--- config.mk ---
export PLATFORM = sky130hd
export DESIGN_NAME = app_post_path
export DESIGN_NICKNAME = d
export VERILOG_FILES = /design/src/common/app_pkg.sv /design/src/rtl/app_post_path.sv /design/src/rtl/app_fifo.sv
export SDC_FILE = /design/constraint.sdc
export NUM_CORES = 1
export LEC_CHECK = 0
export BUFFER_PORTS_ARGS = -buffer_cell sky130_fd_sc_hd__buf_2
export CAP_MARGIN = 20
export CORE_UTILIZATION = 64
export DETAILED_ROUTE_END_ITERATION = 8
export HOLD_SLACK_MARGIN = 0.06
export PLACE_DENSITY = 0.82
export SYNTH_ARGS = -nofsm -noshare
export SYNTH_HDL_FRONTEND = slang
export SYNTH_SLANG_ARGS = --single-unit
--- constraint.sdc ---
create_clock -name core_clk -period 12.4 [get_ports core_clk]
set_clock_uncertainty 0.2 [all_clocks]
set_input_delay 0.62 -clock core_clk [delete_from_list [all_inputs] [get_ports core_clk]]
set_output_delay 0.62 -clock core_clk [all_outputs]
set_load 0.01 [all_outputs]
--- src/common/app_pkg.sv ---
// Package for the ADC post-processing path: widths, latencies, field codes.
// Assumes one sampling clock drives every flip-flop of the path.
package app_pkg;

	// ------------------------------------------------------------
	// Sample and pipeline figures
	// ------------------------------------------------------------
	localparam int SAMPLE_W = 14;
	localparam int BYPASS_LAT = 10;
	localparam int PROC_EXTRA = 3;
	localparam int FIFO_DEPTH = 16;

	// ------------------------------------------------------------
	// Gain field: code is dB times two
	// ------------------------------------------------------------
	localparam int GAIN_W = 4;
	localparam logic [3:0] GAIN_RESET = 4'h0;
	localparam logic [3:0] GAIN_MAX_CODE = 4'hc;
	localparam int GAIN_FRAC = 14;

	// ------------------------------------------------------------
	// Offset loop
	// ------------------------------------------------------------
	localparam logic [3:0] TAU_RESET = 4'h0;
	localparam logic [3:0] TAU_MAX_CODE = 4'hb;
	localparam int TAU_BASE_SHIFT = 20;
	localparam int ACC_FRAC = 32;
	// Largest correction in codes; 10 mV of a 2 Vpp, 14-bit range is about 82
	localparam int OFFS_LIMIT = 82;

	// Reset values of control bits
	localparam logic FAST_PATH_RESET = 1'b0;
	localparam logic TRIM_EN_RESET = 1'b0;
	localparam logic TRIM_HOLD_RESET = 1'b0;

endpackage : app_pkg

--- src/rtl/app_post_path.sv ---
// Post-conversion digital path: bypass pipe, gain stage, DC offset trim, output FIFO.
// Assumes raw samples and control bits come from logic on core_clk (no synchronisers).
//
// How it works
// - Fast path: raw sample reaches out_data eleven clocks after it is captured, no processing.
// - Processed path adds extra pipeline clocks beyond the bypass latency.
// - Reset gives fast path; disable_fast_path must be 1 before functions act.
// - Gain programmable 0 to 6 dB in 0.5 dB steps.
// - Each gain scales full scale: 2 Vpp at 0 dB down to 1 Vpp at 6 dB.
// - Leaving fast path enables gain stage at the gain_code setting already held in gain_q.
// - After reset gain is off while fast path is active.
// - Offset loop cancels DC offset of at most ten millivolts either way.
// - With dc_trim_enable set outside fast path, offset is estimated and corrected on every valid sample.
// - Four-bit tau select: 1M clocks at 0000, doubling, 2G at 1011, rest reserved.
// - dc_trim_hold freezes estimate; last value corrects every later sample.
// - Offset correction is off after reset.
// - Time constant counted in sampling clocks, so seconds scale with clock rate.
// - Each sample advances one pipeline stage per rising clock edge while the FIFO has room.
`timescale 1ns/1ps
module app_post_path #(
	parameter int W = app_pkg::SAMPLE_W,
	parameter int LAT = app_pkg::BYPASS_LAT,
	parameter int EXTRA = app_pkg::PROC_EXTRA,
	parameter int DEPTH = app_pkg::FIFO_DEPTH
) (
	// Clock and reset
	input wire logic core_clk,
	input wire logic rst,
	// Raw converter samples, twos complement
	input wire logic raw_valid,
	input wire logic [W-1:0] raw_data,
	// Control bits
	input wire logic disable_fast_path,
	input wire logic [3:0] gain_code,
	input wire logic dc_trim_enable,
	input wire logic [3:0] dc_trim_tau_select,
	input wire logic dc_trim_hold,
	// Output samples toward the receiver
	output logic out_valid,
	input wire logic out_ready,
	output logic [W-1:0] out_data,
	// Status
	output logic raw_ready,
	output logic fast_path_q,
	output logic [W-1:0] offset_est_q
);
	localparam int TOT = LAT + EXTRA;
	localparam int AF = app_pkg::ACC_FRAC;
	localparam int AW = W + AF;
	localparam int GF = app_pkg::GAIN_FRAC;

	// ------------------------------------------------------------
	// Gain lookup: 2^14 * 10^(dB/20), codes are dB times two
	// ------------------------------------------------------------
	// Entries are rounded to the nearest step of 2^-14
	function automatic logic [15:0] gain_mult(input logic [3:0] code);
		logic [15:0] m;
		m = 16'h4000;
		unique case (code)
			4'h0: m = 16'h4000;
			4'h1: m = 16'h43cb;
			4'h2: m = 16'h47cf;
			4'h3: m = 16'h4c10;
			4'h4: m = 16'h5092;
			4'h5: m = 16'h5558;
			4'h6: m = 16'h5a67;
			4'h7: m = 16'h5fc2;
			4'h8: m = 16'h656f;
			4'h9: m = 16'h6b72;
			4'ha: m = 16'h71cf;
			4'hb: m = 16'h788e;
			4'hc: m = 16'h7fb2;
			default: m = 16'h4000;
		endcase
		return m;
	endfunction : gain_mult

	// Saturate a wide signed value into W bits
	function automatic logic [W-1:0] sat(input logic signed [W+17:0] v);
		logic signed [W+17:0] hi;
		logic signed [W+17:0] lo;
		hi = (W+18)'(signed'((2 ** (W-1)) - 1));
		lo = -(W+18)'(signed'(2 ** (W-1)));
		if (v > hi)
			return hi[W-1:0];
		else if (v < lo)
			return lo[W-1:0];
		else
			return v[W-1:0];
	endfunction : sat

	// ------------------------------------------------------------
	// Mode control
	// ------------------------------------------------------------
	logic fast_q;
	wire fifo_ready;
	wire adv;

	always_ff @(posedge core_clk)
	begin
		if (rst)
			fast_q <= ~app_pkg::FAST_PATH_RESET;
		else
			fast_q <= ~disable_fast_path;
	end

	// Back-pressure from the FIFO stalls the whole pipe
	assign adv = fifo_ready;

	// ------------------------------------------------------------
	// Raw pipe: one stage per edge while the FIFO has room, shared by both paths
	// ------------------------------------------------------------
	logic [W-1:0] pipe_q [TOT];
	logic [TOT-1:0] pv_q;

	always_ff @(posedge core_clk)
	begin
		if (rst)
			pv_q <= '0;
		else if (adv)
			pv_q <= {pv_q[TOT-2:0], raw_valid};
	end

	always_ff @(posedge core_clk)
	begin
		if (adv)
		begin
			pipe_q[0] <= raw_data;
			for (int i = 1; i < TOT; i++)
				pipe_q[i] <= pipe_q[i-1];
		end
	end

	// ------------------------------------------------------------
	// Processing stages tapped from the pipe at stage LAT-1
	// ------------------------------------------------------------
	logic [3:0] gain_q;
	logic [15:0] mult_q;
	logic signed [W+17:0] prod_q;
	logic [W-1:0] scaled_q;
	logic [W-1:0] corr_q;
	logic trim_on_q;
	logic signed [AW-1:0] acc_q;
	logic [3:0] tau_q;
	wire [W-1:0] tap;
	wire signed [W+17:0] prod_d;
	wire signed [W+17:0] corr_d;
	wire signed [AW-1:0] err;
	wire signed [AW-1:0] acc_d;
	wire signed [AW-1:0] acc_lim;
	wire [5:0] shift;

	// Three register stages follow the tap, so the corrected word
	// lines up with the valid bit at stage TOT-1
	assign tap = pipe_q[LAT-1];

	// Gain code filter, unused codes become 0 dB
	// Gain register follows gain_code every clock, in fast path or not
	always_ff @(posedge core_clk)
	begin
		if (rst)
			gain_q <= app_pkg::GAIN_RESET;
		else
			gain_q <= (gain_code > app_pkg::GAIN_MAX_CODE) ? app_pkg::GAIN_RESET : gain_code;
	end

	assign prod_d = (W+18)'(signed'(tap) * signed'({1'b0, mult_q}));
	assign corr_d = (W+18)'(signed'(scaled_q)) - (W+18)'(signed'(offset_est_q));

	// Tau code to shift, reserved codes clamp to the longest
	assign shift = 6'(app_pkg::TAU_BASE_SHIFT)
		+ ((tau_q > app_pkg::TAU_MAX_CODE) ? 6'(app_pkg::TAU_MAX_CODE) : 6'(tau_q));

	// Leak per sample: count of clocks, not seconds
	assign err = AW'(signed'(scaled_q)) <<< AF;
	assign acc_d = acc_q + ((err - acc_q) >>> shift);

	// Estimate limited to about 10 mV
	assign acc_lim = (acc_d > (AW'(app_pkg::OFFS_LIMIT) <<< AF)) ? (AW'(app_pkg::OFFS_LIMIT) <<< AF)
		: (acc_d < -(AW'(app_pkg::OFFS_LIMIT) <<< AF)) ? -(AW'(app_pkg::OFFS_LIMIT) <<< AF) : acc_d;

	// Gain stage registers
	always_ff @(posedge core_clk)
	begin
		if (rst)
		begin
			mult_q <= 16'h4000;
			prod_q <= '0;
			scaled_q <= '0;
		end
		else if (adv)
		begin
			mult_q <= gain_mult(gain_q);
			prod_q <= prod_d;
			scaled_q <= sat(prod_q >>> GF);
		end
	end

	// Trim only acts once fast path is left
	always_ff @(posedge core_clk)
	begin
		if (rst)
		begin
			trim_on_q <= app_pkg::TRIM_EN_RESET;
			tau_q <= app_pkg::TAU_RESET;
		end
		else
		begin
			trim_on_q <= dc_trim_enable && !fast_q;
			tau_q <= dc_trim_tau_select;
		end
	end

	always_ff @(posedge core_clk)
	begin
		if (rst || !trim_on_q)
			acc_q <= '0;
		// Valid bit at LAT+1 travels with the word in scaled_q
		else if (adv && pv_q[LAT+1] && !dc_trim_hold)
			acc_q <= acc_lim;
	end

	// Correction applied to every sample while on
	always_ff @(posedge core_clk)
	begin
		if (rst)
		begin
			offset_est_q <= '0;
			corr_q <= '0;
		end
		else
		begin
			offset_est_q <= trim_on_q ? acc_q[AW-1:AF] : '0;
			if (adv)
				corr_q <= sat(corr_d);
		end
	end

	// ------------------------------------------------------------
	// Output selection into the FIFO
	// ------------------------------------------------------------
	wire [W-1:0] sel_data;
	wire sel_valid;
	// FIFO drain side, feeds the output register
	wire fifo_out_valid;
	wire fifo_take;
	wire [W-1:0] fifo_out_data;

	// Bypass tap: ten stages, counting the FIFO as none
	// Gain unused while fast path is active
	assign sel_data = fast_q ? pipe_q[LAT-1] : corr_q;
	assign sel_valid = adv && (fast_q ? pv_q[LAT-1] : pv_q[TOT-1]);

	app_fifo #(
		.WIDTH(W),
		.DEPTH(DEPTH)
	) u_fifo (
		.core_clk(core_clk),
		.rst(rst),
		.in_valid(sel_valid),
		.in_ready(fifo_ready),
		.in_data(sel_data),
		.out_valid(fifo_out_valid),
		.out_ready(fifo_take),
		.out_data(fifo_out_data)
	);

	// Output register stage, straight from flops
	assign fifo_take = fifo_out_valid && (!out_valid || out_ready);

	always_ff @(posedge core_clk)
	begin
		if (rst)
		begin
			out_valid <= 1'b0;
			out_data <= '0;
			raw_ready <= 1'b0;
			fast_path_q <= 1'b1;
		end
		else
		begin
			if (fifo_take)
			begin
				out_valid <= 1'b1;
				out_data <= fifo_out_data;
			end
			else if (out_ready)
				out_valid <= 1'b0;
			raw_ready <= fifo_ready;
			fast_path_q <= fast_q;
		end
	end
endmodule : app_post_path

--- src/rtl/app_fifo.sv ---
// Synchronous FIFO with valid/ready on both sides.
// Assumes write and read share one clock; width and depth are parameters.
`timescale 1ns/1ps
module app_fifo #(
	parameter int WIDTH = 14,
	parameter int DEPTH = 16
) (
	// Clock and reset
	input wire logic core_clk,
	input wire logic rst,
	// Fill side
	input wire logic in_valid,
	output logic in_ready,
	input wire logic [WIDTH-1:0] in_data,
	// Drain side
	output logic out_valid,
	input wire logic out_ready,
	output logic [WIDTH-1:0] out_data
);
	localparam int AW = $clog2(DEPTH);

	logic [WIDTH-1:0] mem [DEPTH];
	logic [AW-1:0] wr_q;
	logic [AW-1:0] rd_q;
	logic [AW:0] cnt_q;
	wire do_wr;
	wire do_rd;

	// Handshake decode
	assign in_ready = (cnt_q != (AW+1)'(DEPTH));
	assign out_valid = (cnt_q != '0);
	assign do_wr = in_valid && in_ready;
	assign do_rd = out_valid && out_ready;
	assign out_data = mem[rd_q];

	// Storage write
	always_ff @(posedge core_clk)
	begin
		if (do_wr)
			mem[wr_q] <= in_data;
	end

	// Pointers and fill count
	always_ff @(posedge core_clk)
	begin
		if (rst)
		begin
			wr_q <= '0;
			rd_q <= '0;
			cnt_q <= '0;
		end
		else
		begin
			if (do_wr)
				wr_q <= AW'(wr_q + 1'b1);
			if (do_rd)
				rd_q <= AW'(rd_q + 1'b1);
			cnt_q <= (AW+1)'(cnt_q + do_wr - do_rd);
		end
	end
endmodule : app_fifo

==> metrics.yaml <==
dr.pass1.iters: 8
layout-drive-gt1-share_pct: 11.5
area.growth.synth_to_final_pct: 8.70
synth_cell_types: 95
fp.dieW_um: 227
arrival_ns: 9.30
antenna_found_initial: 0
drv_slew: 0
die_y_um: 227
ys.warnings.count: 0
drt_iter0_drc: 2035
routabilityCongestion: 0.946
cts_tree: "yes"
fmax_mhz: 111
syn-cell-area_sq_um: 32500
wl_um: 78300
finalCritPeriodShare_pct: 72.9
port_buffers: 59
grt_usage_pct: 30.9
core_sq_um: 50100
grt_overflow: 0
start_util_pct: 64.9
synthFlopType: "edfxtp_1"
worst_slew_pin_slew_ns: 1.08
setup-tns-final_ns: 0
diodes: 0
grt_max_degree: 88
clk_latency_ns: 0.64
reg2reg_depth: 31
mappedNetlistNets: 3283
whs_ns: 0.0760
place_area_sq_um: 33200
hpwl_um: 53900
hp-class: "in2reg"
cts-htree-levels: 2
ys_seq_area_share_pct: 44.2
p_leak_nw: 14.3
dieArea_sq_um: 51700
async_flop_share_pct: 0
final_area_sq_um: 35300
drtAntennaViolNets: 0
nNetsFinal: 3296
status: "completed"
rsz0062_at_grt: "false"
cts_root_buf: "clkbuf_16"
cp-start-kind: "register"
cp.required_ns: 12.66
regArea_sq_um: 14400
grt_pass1_vias: 22604
multi_input_area_sq_um: 16600
drc: 0
hold_depth: 2
setup_violations: 0
syn_avg_cell_area_sq_um: 11.2
r2r_end: "acc_q[10]"
slowest_stage: "ha_1"
num-fill-cells: 3501
synth_top_cell_by_area: "edfxtp_1"
final_core_util_pct: 70.5
num_rows: 82
cp_common_cell: "ha_1"
synth-edff-count: 364
max-cap-violations: 0
syn_inst: 2901
netlist.area_leader.share_pct: 33.6
cts.sinks: 536
ys_ff_latch: 536
ir_worst_vdd_mv: 0.350
clk_path_buf_depth: 3
numCtsBuffers: 54
cp_max_fo: 30
clkSlewWorstSetupHoldPaths_ns: 0.06
r2r_start: "acc_q[33]"
synth.area.top_cells: "edfxtp_1 34%, dfxtp_1 11%, fa_1 9.7%, ha_1 7.5%, mux4_2 4.9%"
crit_type: "reg2reg"
worst_hold_startpoint: "gain_code[3]"
via_per_inst: 6.27
grt_pass1_wl_um: 123000
p_per_area_nw_per_um2: 304
vias: 22750
slowest_delay_ns: 0.54
crit_path_end_kind: "register"
max_slew_margin_pct: 28.1
min_period_ns: 9.04
routed_wire_length_per_instance_um: 21.6
rrSetupSlack_ns: 3.36
hold_end: "gain_q[3]"
finalHoldViolCount: 0
ioPinCount: 60
power by group:
group,total [W],leakage [nW],switching (W),internal (W)
clock,0.00165,0.870,0.000711,0.000944
combinational,0.00630,8.52,0.00366,0.00264
sequential,0.00277,4.90,0.000328,0.00244
through the flow:
step	power, W	cells	worst slack, ns
after CTS	0.0107	3628	3.53
after global placement	0.00868	3504	3.89
after detailed placement	0.00896	3504	3.59
final	0.0107	3630	3.36
after floorplan	0.00747	2901	5.63
after global routing	0.0116	3630	2.65
registers in the layout (all words and copies together), names as in the netlist:
| signal | count |
|---|---|
| fast_path_q | 1 |
| u_fifo.cnt_q | 5 |
| u_fifo.rd_q | 4 |
| mult_q | 14 |
| fast_q | 1 |
| pipe_q | 140 |
| pv_q | 13 |
| out_valid | 1 |
| acc_q | 46 |
| tau_q | 4 |
| scaled_q | 14 |
| raw_ready | 1 |
| out_data | 14 |
| trim_on_q | 1 |
| prod_q | 17 |
| corr_q | 14 |
| offset_est_q | 14 |
| u_fifo.wr_q | 4 |
| gain_q | 4 |
| u_fifo.mem | 224 |
Yosys cell counts, types with 27 or more instances:
master	number
dfxtp_1	172
ha_1	196
mux4_2	70
nand3_1	27
xnor2_1	56
clkbuf_1	115
fa_1	157
xor2_1	41
edfxtp_1	364
o21ai_0	122
a21oi_1	151
inv_1	244
nor3_1	38
nor2_1	176
a21o_1	41
mux2i_1	37
and2_1	113
nand2_1	309
critical path: cells and delay by family (launching register included):
family                   cells  cell delay, ns
flip-flops                   1            0.37
AND/OR/NAND/NOR              7            1.80
XOR/XNOR                     1            0.33
buffers and inverters        4            1.07
adder cells (fa/ha/maj)      3            1.35
multiplexers                 1            0.31
AO/OA/AOI/OAI               15            3.48
routing by layer:
layer | GRT usage (%) | part of all wire [%] | up-vias
met5 | 0 | 0 | -
met4 | 12.7 | 3.9 | 0
met3 | 4.58 | 7.1 | 193
met2 | 52.2 | 49 | 977
met1 | 40.2 | 40 | 11221
li1 | - | - | 10359
cells in the final DEF (no fill, tap or decap), drive strengths merged, types with 12 or more instances in the layout:
cell           n
inv          249
dlygate4sd3   24
fa           157
clkinv        15
nor2         176
a211oi        26
mux4          70
nand3         28
xnor2         56
dfxtp        172
or3           15
xor2          42
o211ai        14
a21boi        12
nand2b        26
mux2          25
buf           80
ha           196
mux2i         37
o21ai        133
a21oi        152
a32oi         12
nor2b         19
nor4          20
nand2        309
clkbuf        71
edfxtp       364
a22oi         21
and2         114
nand4         23
o221a         14
and3          18
a31oi         13
nor3          41
a21o          42
o31ai         29
cell type report:
type / count / share of cell area [%]
repair buffers: 104 / 2.06
clock inverters: 29 / 1.06
well taps: 672 / 2.38
clock buffers: 71 / 4.12
multi-input cells: 1972 / 47.0
inverters: 246 / 2.63
flip-flops and latches: 536 / 40.7
timing repair:
| item | CTS | global route |
|---|---|---|
| setup buffers | 0 | 0 |
| hold buffers | 24 | 0 |
| gates resized for setup | 0 | 0 |
| hold endpoints to repair | 24 | 0 |
| setup endpoints to repair | 0 | 0 |
worst max-delay path by stage:
stage / cells past startpoint / endpoint / from
2_1_floorplan: 30 / acc_q[3] / acc_q[34]
3_3_place_gp: 31 / acc_q[18] / acc_q[33]
3_5_place_dp: 31 / acc_q[30] / acc_q[33]
4_1_cts: 31 / acc_q[31] / acc_q[33]
5_1_grt: 31 / acc_q[30] / acc_q[32]
6_report: 31 / acc_q[10] / acc_q[33]
cells by family after synthesis:
family	after synthesis	synth area share, %
buffers and inverters	393	4.68
muxes	132	6.86
and+or+nand+nor	828	12.5
xor gates and xnor gates	98	2.67
DFF	536	44.2
AOI/OAI and AO/OA	559	11.8
adders and majority gates	355	17.3
Power figures use the tool's default switching activity.
